### config.mk
export PLATFORM = sky130hd
export DESIGN_NAME = dual_vectored_irq_ctrl
export DESIGN_NICKNAME = d
export VERILOG_FILES = /design/src/rtl/dvic_pkg.sv /design/src/rtl/dvic_vec_mem.sv /design/src/rtl/dvic_unit.sv /design/src/rtl/dual_vectored_irq_ctrl.sv
export SDC_FILE = /design/constraint.sdc
export NUM_CORES = 2
export LEC_CHECK = 0
export BUFFER_PORTS_ARGS = -buffer_cell sky130_fd_sc_hd__buf_4
export CORE_AREA = 3 3 382 384
export DETAILED_ROUTE_END_ITERATION = 8
export DIE_AREA = 0 0 385 387
export GPL_TIMING_DRIVEN = 0
export PLACE_DENSITY = 0.7
export SLEW_MARGIN = 30
export SYNTH_ARGS = -nofsm -noshare
export SYNTH_HDL_FRONTEND = slang
export SYNTH_SLANG_ARGS = --single-unit
### constraint.sdc
create_clock -name sys_clk -period 7.46 [get_ports sys_clk]
set_input_delay 1.492 -clock sys_clk [delete_from_list [all_inputs] [get_ports sys_clk]]
set_output_delay 1.492 -clock sys_clk [all_outputs]
set_load 0.02 [all_outputs]
### src/rtl/dvic_pkg.sv
// Package: register map, field layouts and reset values of the interrupt controller
package dvic_pkg;
	// ****************************************
	// Sizes
	// ****************************************
	localparam int SRC_PER_UNIT = 32;
	localparam int VEC_PER_UNIT = 16;
	localparam int VEC_IDX_W = 4;
	localparam int ADDR_W = 12;
	localparam int DATA_W = 32;

	// ****************************************
	// Register offsets (bytes)
	// ****************************************
	localparam logic [ADDR_W-1:0] OFF_ENABLE = 12'h000;
	localparam logic [ADDR_W-1:0] OFF_FASTSEL = 12'h004;
	localparam logic [ADDR_W-1:0] OFF_RAWSTAT = 12'h008;
	localparam logic [ADDR_W-1:0] OFF_IRQSTAT = 12'h00C;
	localparam logic [ADDR_W-1:0] OFF_FASTSTAT = 12'h010;
	localparam logic [ADDR_W-1:0] OFF_CURVEC = 12'h014;
	localparam logic [ADDR_W-1:0] OFF_DEFVEC = 12'h018;
	localparam logic [ADDR_W-1:0] OFF_EVSTAT = 12'h01C;
	localparam logic [ADDR_W-1:0] OFF_EVMASK = 12'h020;
	localparam logic [ADDR_W-1:0] OFF_DONE = 12'h024;
	localparam logic [ADDR_W-1:0] OFF_VADDR = 12'h100;
	localparam logic [ADDR_W-1:0] OFF_VCTRL = 12'h140;
	// Unit stride: secondary unit sits above the primary
	localparam logic [ADDR_W-1:0] OFF_UNIT1 = 12'h800;

	// ****************************************
	// Fields and reset values
	// ****************************************
	localparam int VCTRL_EN_BIT = 5;
	localparam int CHAIN_SRC = 31;
	localparam logic [DATA_W-1:0] RST_ZERO = 32'h0000_0000;
	localparam int EV_FAST = 0;
	localparam int EV_IRQ = 1;
	localparam int EV_W = 2;
endpackage : dvic_pkg

### src/rtl/dvic_vec_mem.sv
// Handler address memory of one vectored unit, registered read port
`timescale 1ns/1ns
module dvic_vec_mem #(
	parameter int DEPTH = 16,
	parameter int AW = 4,
	parameter int DW = 32
) (
	input wire logic sys_clk,
	input wire logic wrEn,
	input wire logic [AW-1:0] wrIdx,
	input wire logic [DW-1:0] wrData,
	input wire logic [AW-1:0] rdIdx,
	output logic [DW-1:0] rdData
);
	logic [DW-1:0] mem [DEPTH];

	// ****************************************
	// Storage
	// ****************************************
	// Write port and registered read
	always_ff @(posedge sys_clk) begin
		if (wrEn) begin
			mem[wrIdx] <= wrData;
		end
		rdData <= mem[rdIdx];
	end
endmodule : dvic_vec_mem

### src/rtl/dvic_unit.sv
// One vectored interrupt unit: classify, mask, prioritise, select handler
`timescale 1ns/1ns
module dvic_unit
	import dvic_pkg::*;
#(
	parameter int NSRC = 32,
	parameter int NVEC = 16
) (
	input wire logic sys_clk,
	input wire logic reset,
	input wire logic [NSRC-1:0] reqIn,
	input wire logic [NSRC-1:0] enableMask,
	input wire logic [NSRC-1:0] fastSel,
	input wire logic [NVEC-1:0] vecEnable,
	input wire logic [NVEC*5-1:0] vecSrc,
	input wire logic vecWr,
	input wire logic [VEC_IDX_W-1:0] vecWrIdx,
	input wire logic [DATA_W-1:0] vecWrData,
	input wire logic [DATA_W-1:0] defaultVec,
	output logic [NSRC-1:0] irqStat,
	output logic [NSRC-1:0] fastStat,
	output logic fastOut,
	output logic irqOut,
	output logic vecHit,
	output logic [VEC_IDX_W-1:0] winIdx,
	output logic [DATA_W-1:0] handlerAddr
);
	logic [NVEC-1:0] slotActive;
	logic [VEC_IDX_W-1:0] winIdx_nxt;
	logic [DATA_W-1:0] memData;
	logic vecHit_r;

	// ****************************************
	// Classification and masking
	// ****************************************
	// Unlatched levels gated by the mask
	assign irqStat = reqIn & enableMask & ~fastSel;
	assign fastStat = reqIn & enableMask & fastSel;
	assign fastOut = |fastStat;
	assign irqOut = |irqStat;

	// Slot n fires when enabled and its source has a normal request
	always_comb begin
		for (int n = 0; n < NVEC; n++) begin
			slotActive[n] = vecEnable[n] & irqStat[vecSrc[n*5 +: 5]];
		end
	end

	// Lowest slot number wins
	always_comb begin
		winIdx_nxt = '0;
		for (int n = NVEC - 1; n >= 0; n--) begin
			if (slotActive[n]) begin
				winIdx_nxt = VEC_IDX_W'(n);
			end
		end
	end

	// Winner captured alongside the memory read
	always_ff @(posedge sys_clk) begin
		if (reset) begin
			winIdx <= '0;
			vecHit_r <= 1'b0;
		end else begin
			winIdx <= winIdx_nxt;
			vecHit_r <= |slotActive;
		end
	end

	dvic_vec_mem #(.DEPTH(NVEC), .AW(VEC_IDX_W), .DW(DATA_W)) u_mem (
		.sys_clk(sys_clk),
		.wrEn(vecWr),
		.wrIdx(vecWrIdx),
		.wrData(vecWrData),
		.rdIdx(winIdx_nxt),
		.rdData(memData)
	);

	// Default vector when no slot hits
	assign vecHit = vecHit_r;
	assign handlerAddr = vecHit_r ? memData : defaultVec;
endmodule : dvic_unit

### src/rtl/dual_vectored_irq_ctrl.sv
// Top: two chained vectored interrupt units behind an APB slave
//
// Added by the designer: the APB slave port and the address map.
`timescale 1ns/1ns
module dual_vectored_irq_ctrl
	import dvic_pkg::*;
(
	input wire logic sys_clk,
	input wire logic reset,
	input wire logic [63:0] reqPin,
	input wire logic psel,
	input wire logic penable,
	input wire logic pwrite,
	input wire logic [dvic_pkg::ADDR_W-1:0] paddr,
	input wire logic [dvic_pkg::DATA_W-1:0] pwdata,
	output logic [dvic_pkg::DATA_W-1:0] prdata,
	output logic pready,
	output logic pslverr,
	output logic fastIrqLine,
	output logic normalIrqLine,
	output logic wakeReq,
	output logic [dvic_pkg::DATA_W-1:0] handlerAddr,
	output logic eventIrq
);
	// ****************************************
	// Declarations
	// ****************************************
	logic [63:0] reqMeta_r;
	logic [63:0] reqSync_r;
	logic [SRC_PER_UNIT-1:0] enable_r [2];
	logic [SRC_PER_UNIT-1:0] fastSel_r [2];
	logic [VEC_PER_UNIT-1:0] vecEn_r [2];
	logic [VEC_PER_UNIT*5-1:0] vecSrc_r [2];
	logic [DATA_W-1:0] defVec_r [2];
	logic [EV_W-1:0] evStat_r;
	logic [EV_W-1:0] evMask_r;
	logic [EV_W-1:0] evStat_nxt;
	logic fastPrev_r;
	logic irqPrev_r;
	logic [DATA_W-1:0] prdata_r;
	logic [SRC_PER_UNIT-1:0] unitReq [2];
	logic [SRC_PER_UNIT-1:0] irqStat [2];
	logic [SRC_PER_UNIT-1:0] fastStat [2];
	logic [DATA_W-1:0] unitAddr [2];
	logic [VEC_IDX_W-1:0] unitWin [2];
	logic unitFast [2];
	logic unitIrq [2];
	logic unitHit [2];
	logic unitVecWr [2];
	logic [DATA_W-1:0] rdMux;
	logic chainReq;

	// ****************************************
	// Bus decode
	// ****************************************
	// Write strobe in the access phase, read strobe in the setup phase; unit split
	wire wrStb = psel & penable & pwrite;
	// Read data is captured in the setup cycle so it stands at the access edge
	wire rdStb = psel & ~penable & ~pwrite;
	wire unitSel = paddr[11];
	wire [ADDR_W-1:0] off = {1'b0, paddr[10:0]};
	wire isVaddr = (off >= OFF_VADDR) && (off < OFF_VADDR + 12'h040);
	wire isVctrl = (off >= OFF_VCTRL) && (off < OFF_VCTRL + 12'h040);
	wire [VEC_IDX_W-1:0] slotIdx = off[5:2];
	wire isKnown = isVaddr | isVctrl | (off <= OFF_DONE);
	wire misAlign = |paddr[1:0];

	// Single-wait-free slave; bad offsets raise an error
	assign pready = 1'b1;
	assign pslverr = psel & penable & (~isKnown | misAlign);
	assign prdata = prdata_r;

	// ****************************************
	// Request input synchroniser
	// ****************************************
	// Two flops on every pin; no storage beyond that
	always_ff @(posedge sys_clk) begin
		if (reset) begin
			reqMeta_r <= '0;
			reqSync_r <= '0;
		end else begin
			reqMeta_r <= reqPin;
			reqSync_r <= reqMeta_r;
		end
	end

	// ****************************************
	// Chaining of the two units
	// ****************************************
	// Secondary's combined normal request enters the primary's top source
	assign chainReq = unitIrq[1] | unitHit[1];
	assign unitReq[1] = reqSync_r[63:32];
	assign unitReq[0] = {chainReq | reqSync_r[CHAIN_SRC], reqSync_r[30:0]};

	// Per-unit vector memory write strobes
	assign unitVecWr[0] = wrStb & ~unitSel & isVaddr & ~misAlign;
	assign unitVecWr[1] = wrStb & unitSel & isVaddr & ~misAlign;

	for (genvar u = 0; u < 2; u++) begin : g_unit
		dvic_unit #(.NSRC(SRC_PER_UNIT), .NVEC(VEC_PER_UNIT)) u_unit (
			.sys_clk(sys_clk),
			.reset(reset),
			.reqIn(unitReq[u]),
			.enableMask(enable_r[u]),
			.fastSel(fastSel_r[u]),
			.vecEnable(vecEn_r[u]),
			.vecSrc(vecSrc_r[u]),
			.vecWr(unitVecWr[u]),
			.vecWrIdx(slotIdx),
			.vecWrData(pwdata),
			.defaultVec(defVec_r[u]),
			.irqStat(irqStat[u]),
			.fastStat(fastStat[u]),
			.fastOut(unitFast[u]),
			.irqOut(unitIrq[u]),
			.vecHit(unitHit[u]),
			.winIdx(unitWin[u]),
			.handlerAddr(unitAddr[u])
		);
	end

	// ****************************************
	// Processor lines
	// ****************************************
	// Fast from either unit; normal only via the primary
	assign fastIrqLine = unitFast[0] | unitFast[1];
	assign normalIrqLine = unitIrq[0] & ~fastIrqLine;
	// Combinational so it acts with the core clock stopped
	assign wakeReq = fastIrqLine | unitIrq[0];
	// Primary slot win, else its default (which covers chained sources)
	assign handlerAddr = unitAddr[0];

	// ****************************************
	// Configuration registers
	// ****************************************
	// Masks cleared on reset, written per unit
	always_ff @(posedge sys_clk) begin
		if (reset) begin
			for (int u = 0; u < 2; u++) begin
				enable_r[u] <= RST_ZERO;
				fastSel_r[u] <= RST_ZERO;
				defVec_r[u] <= RST_ZERO;
			end
		end else if (wrStb & ~misAlign) begin
			if (off == OFF_ENABLE) begin
				enable_r[unitSel] <= pwdata;
			end
			if (off == OFF_FASTSEL) begin
				fastSel_r[unitSel] <= pwdata;
			end
			if (off == OFF_DEFVEC) begin
				defVec_r[unitSel] <= pwdata;
			end
		end
	end

	// Slot control: source number and enable bit
	always_ff @(posedge sys_clk) begin
		if (reset) begin
			vecEn_r[0] <= '0;
			vecEn_r[1] <= '0;
			vecSrc_r[0] <= '0;
			vecSrc_r[1] <= '0;
		end else if (wrStb & isVctrl & ~misAlign) begin
			vecEn_r[unitSel][slotIdx] <= pwdata[VCTRL_EN_BIT];
			vecSrc_r[unitSel][slotIdx*5 +: 5] <= pwdata[4:0];
		end
	end

	// ****************************************
	// Event status and interrupt
	// ****************************************
	// Rising processor lines set sticky bits; set wins over clear
	assign evStat_nxt[EV_FAST] = (fastIrqLine & ~fastPrev_r) |
		(evStat_r[EV_FAST] & ~(wrStb & off == OFF_EVSTAT & ~unitSel & pwdata[EV_FAST]));
	assign evStat_nxt[EV_IRQ] = (normalIrqLine & ~irqPrev_r) |
		(evStat_r[EV_IRQ] & ~(wrStb & off == OFF_EVSTAT & ~unitSel & pwdata[EV_IRQ]));

	always_ff @(posedge sys_clk) begin
		if (reset) begin
			evStat_r <= '0;
			evMask_r <= '0;
			fastPrev_r <= 1'b0;
			irqPrev_r <= 1'b0;
		end else begin
			evStat_r <= evStat_nxt;
			fastPrev_r <= fastIrqLine;
			irqPrev_r <= normalIrqLine;
			if (wrStb & ~unitSel & off == OFF_EVMASK) begin
				evMask_r <= pwdata[EV_W-1:0];
			end
		end
	end

	assign eventIrq = |(evStat_r & evMask_r);

	// ****************************************
	// Read path
	// ****************************************
	// Raw, normal and fast status words expose live levels for software ordering; event status is sticky
	always_comb begin
		rdMux = '0;
		if (isVaddr) begin
			rdMux = '0;
		end else if (isVctrl) begin
			rdMux = {26'h0, vecEn_r[unitSel][slotIdx], vecSrc_r[unitSel][slotIdx*5 +: 5]};
		end else begin
			unique case (off)
				OFF_ENABLE: rdMux = enable_r[unitSel];
				OFF_FASTSEL: rdMux = fastSel_r[unitSel];
				OFF_RAWSTAT: rdMux = unitReq[unitSel];
				OFF_IRQSTAT: rdMux = irqStat[unitSel];
				OFF_FASTSTAT: rdMux = fastStat[unitSel];
				OFF_CURVEC: rdMux = unitAddr[unitSel];
				OFF_DEFVEC: rdMux = defVec_r[unitSel];
				OFF_EVSTAT: rdMux = {30'h0, evStat_r};
				OFF_EVMASK: rdMux = {30'h0, evMask_r};
				OFF_DONE: rdMux = {28'h0, unitWin[unitSel]};
				default: rdMux = '0;
			endcase
		end
	end

	// Read data registered at the setup edge, held through the access phase
	always_ff @(posedge sys_clk) begin
		if (reset) begin
			prdata_r <= RST_ZERO;
		end else if (rdStb) begin
			prdata_r <= rdMux;
		end
	end
endmodule : dual_vectored_irq_ctrl

==> out/results.txt <==
area delta synth->final - 14.4%
drt initial violations - 11,100
antenna violations before repair - 36
IO Port Bufs - 180
Syn Area/Cell - 13.4 µm²
Max-slew headroom - 21.1%
met2 WL - 148,000 µm
final setup fails - 4
HPWL after detailed placement - 250,000 µm
PnR worst setup slack - -139 ps
Die ar. - 149,000 µm²
Congestion Overflow GR - 0
Synth Cell Area - 78,500 µm²
peak supply drop - 0.273 mV
first-pass detailed-route iteration total - 7
fin crit share - 102%
Inst Count DP - 7,980
Root Driver - clkbuf_16
non-filler cells, final - 8,329
Synth area leaders - edfxtp_1 54%, mux4_2 8.9%, mux2i_1 7.7%, dfxtp_1 6.1%, nand3_1 2.0%
Critical Path Max Stage Delay - 850 ps
Placement Setup Slack - -1390 ps
critical path capture point type - register
Post-synth top flop - edfxtp_1
Num Clock Sinks - 1,648
via count of the first global-routing pass - 56,400
Skew-Pair Late Insertion Delay - 850 ps
IO Count - 183
critical path type - reg -> reg
final core occ - 62.7%
met3 routed WL - 48,200 µm
Vias - 60,500
leading area contributor after synthesis - edfxtp_1
WP data arrival - 8200 ps
Seq pwr share - 46.0%
setup TNS - -314 ps
remaining antenna violation count - 0
first-pass GRT wire length - 463,000 µm
Lkg Pwr - 30.2 nW
Max Cap Viol - 0
power share of the clock group - 37.7%
final count of hold timing violations - 0
Psw - 6.69 mW
final worst path period need - 7600 ps
# hold bufs at CTS - 0
yosys warns - 0
largest net degree at the start of global routing - 43
status - finished with violations
fraction of registers with async set/reset - 0%
Die Wd - 385 µm
clock slew at reported path FFs - 60 ps
Post-synth EDFFs - 1,408
Cells after Synth - 5,839
GPL Wtd Cong - 1.09
DR DRC count - 0
Crit-path slowest cell - nor4_1
CP Launch Type - register
Internal Power - 16.4 mW
M1 wire length - 120,000 µm
count of cell types in the netlist - 86
CP max FO - 10
gr usage total - 45.4%
switching share of total power - 29.0%
CTS tree - yes
Least-Margin Pin Slew - 1180 ps
Slew Viols, Final - 0
Max Clk Rate - 0.132 GHz
Pwr Density - 257 nW/µm²
Seq cells post-synth - 1,648
combinational power share - 16.3%
top-area cell type share of the netlist area - 53.9%
H-tree depth - 4
Std-Cell Rows - 139
top routing layer in use - met5
Nets - 6,369
failing checks - negative setup slack
Max clock buf depth - 3
Post-Route WL - 344,000 µm
sequential area share after synthesis - 60.0%
total core area - 143,000 µm²
skew final - 88.1 ps
Starting Density - 54.8%
fraction of layout cells with a size suffix above 1 - 16.7%
CP Cell Sequence - nand3b_1 > clkbuf_1 > nand3_1 > or3_1 > nor4_1 > o21ai_0 > and2_1 > nor3_1 > o311ai_0 > a41oi_2 > clkbuf_2 > clkbuf_1 > nand3_1 > nand4_1 > mux2i_1
Num CTS Buffers - 168
path type of the worst min-delay path - reg -> reg
RSZ-0062 raised after global routing - false
Worst EP required - 8060 ps
die height - 387 µm
routed vias/inst - 7.26
Synth Net Count - 5,956
post-DR wirelength/cell - 41.3 µm
sequential cells by signal, indices dropped and copies added (netlist names):
signal                      cells
vecEn_r                        32
prdata                         32
g_unit.u_unit.u_mem.mem      1024
g_unit.u_unit.winIdx            8
fastSel_r                      64
fastPrev_r                      1
g_unit.u_unit.vecHit            2
enable_r                       64
reqMeta_r                      64
reqSync_r                      64
evStat_r                        2
defVec_r                       64
irqPrev_r                       1
vecSrc_r                      160
evMask_r                        2
g_unit.u_unit.u_mem.rdData     64
cells in the mapped netlist, types with 118 or more instances:
cell type,n
clkbuf_1,365
mux2i_1,605
nand3_1,316
mux4_2,310
nor2_1,347
nand2_1,358
and2_1,223
edfxtp_1,1408
o21ai_0,118
dfxtp_1,240
nor2b_1,143
a21oi_1,223
cell type report:
type	count	area [µm²]
well taps	1903	2380
fillers	10700	53400
flip-flops and latches	1648	47100
multi-input cells	3654	29500
repair buffers	244	2670
diodes	28	70.1
inverters	34	128
clock buffers	216	4650
plain buffers	502	2130
clock inverters	100	1090
critical path, delay by kind of cell (launching register included):
kind            cells  cell delay, ps
flops               1             420
buf+inv             3            1800
compound gates      3            1570
simple gates        8            3440
mux                 1             130
repair_timing:
item | 4_1_cts | 5_1_grt
resized for setup | 4 | 0
hold endpoints to repair | 0 | 0
endpoints found under the setup margin | 435 | 0
buffers inserted | 1 | 0
per-stage QoR:
step | instance area (µm²) | total power [mW] | hold slack (ps)
6_report | 89700 | 23.0 | 411
3_3_place_gp | 82200 | 14.3 | 421
3_5_place_dp | 83800 | 14.3 | 420
2_1_floorplan | 78500 | 12.6 | 414
4_1_cts | 89600 | 22.8 | 417
5_1_grt | 89700 | 23.4 | 443
placed cells by master, fill, tap and decap left out, types with 45 or more instances in the layout:
cell type	instances
a21oi_1	223
o21ai_0	117
mux4_2	310
nand4_1	68
nand2b_1	51
nor2b_1	143
mux2_2	45
a31oi_1	82
buf_2	79
nand3_1	315
a22oi_1	73
edfxtp_1	1408
nand2_1	358
o22ai_1	59
clkbuf_1	366
dfxtp_1	240
and2_1	223
nand3b_1	61
a221oi_1	93
mux2i_1	605
buf_4	187
nor2_1	312
clkbuf_16	174
logic make-up after synthesis:
logic type | synth area share, %
fa+ha+maj | 0.0638
other cells | 0.00478
buf+inv | 2.81
compound gates | 8.48
simple gates | 11.3
mux | 17.3
flops | 60.0
xor+xnor | 0.0447
metal layers:
| metal | GRT usage [%] | vias to the layer above |
|---|---|---|
| li1 | - | 23700 |
| met1 | 58.9 | 30200 |
| met2 | 66.5 | 5472 |
| met3 | 14.9 | 1164 |
| met4 | 27.4 | 16 |
| met5 | 0.0325 | - |
power groups by stage:
| stage | Clock [mW] | Sequential, mW | Combinational, mW |
|---|---|---|---|
| final | 8.69 | 10.6 | 3.75 |
| after global routing | 9.04 | 10.6 | 3.81 |
| after detailed placement | 0 | 10.8 | 3.56 |
| after global placement | 0 | 10.8 | 3.50 |
| after CTS | 8.67 | 10.6 | 3.58 |
| after floorplan | 0 | 10.6 | 2.04 |
worst paths after layout:
path                                      start                                 to  cells after the start  slack, ps
worst min-delay path              reqMeta_r[44]                      reqSync_r[44]                      1        410
worst min register to register    reqMeta_r[44]                      reqSync_r[44]                      1        410
worst max-delay path            enable_r[1][17]  g_unit[0].u_unit.u_mem.rdData[24]                     15       -140
worst max register to register  enable_r[1][17]  g_unit[0].u_unit.u_mem.rdData[24]                     15       -140
Power figures use the tool's default switching activity.
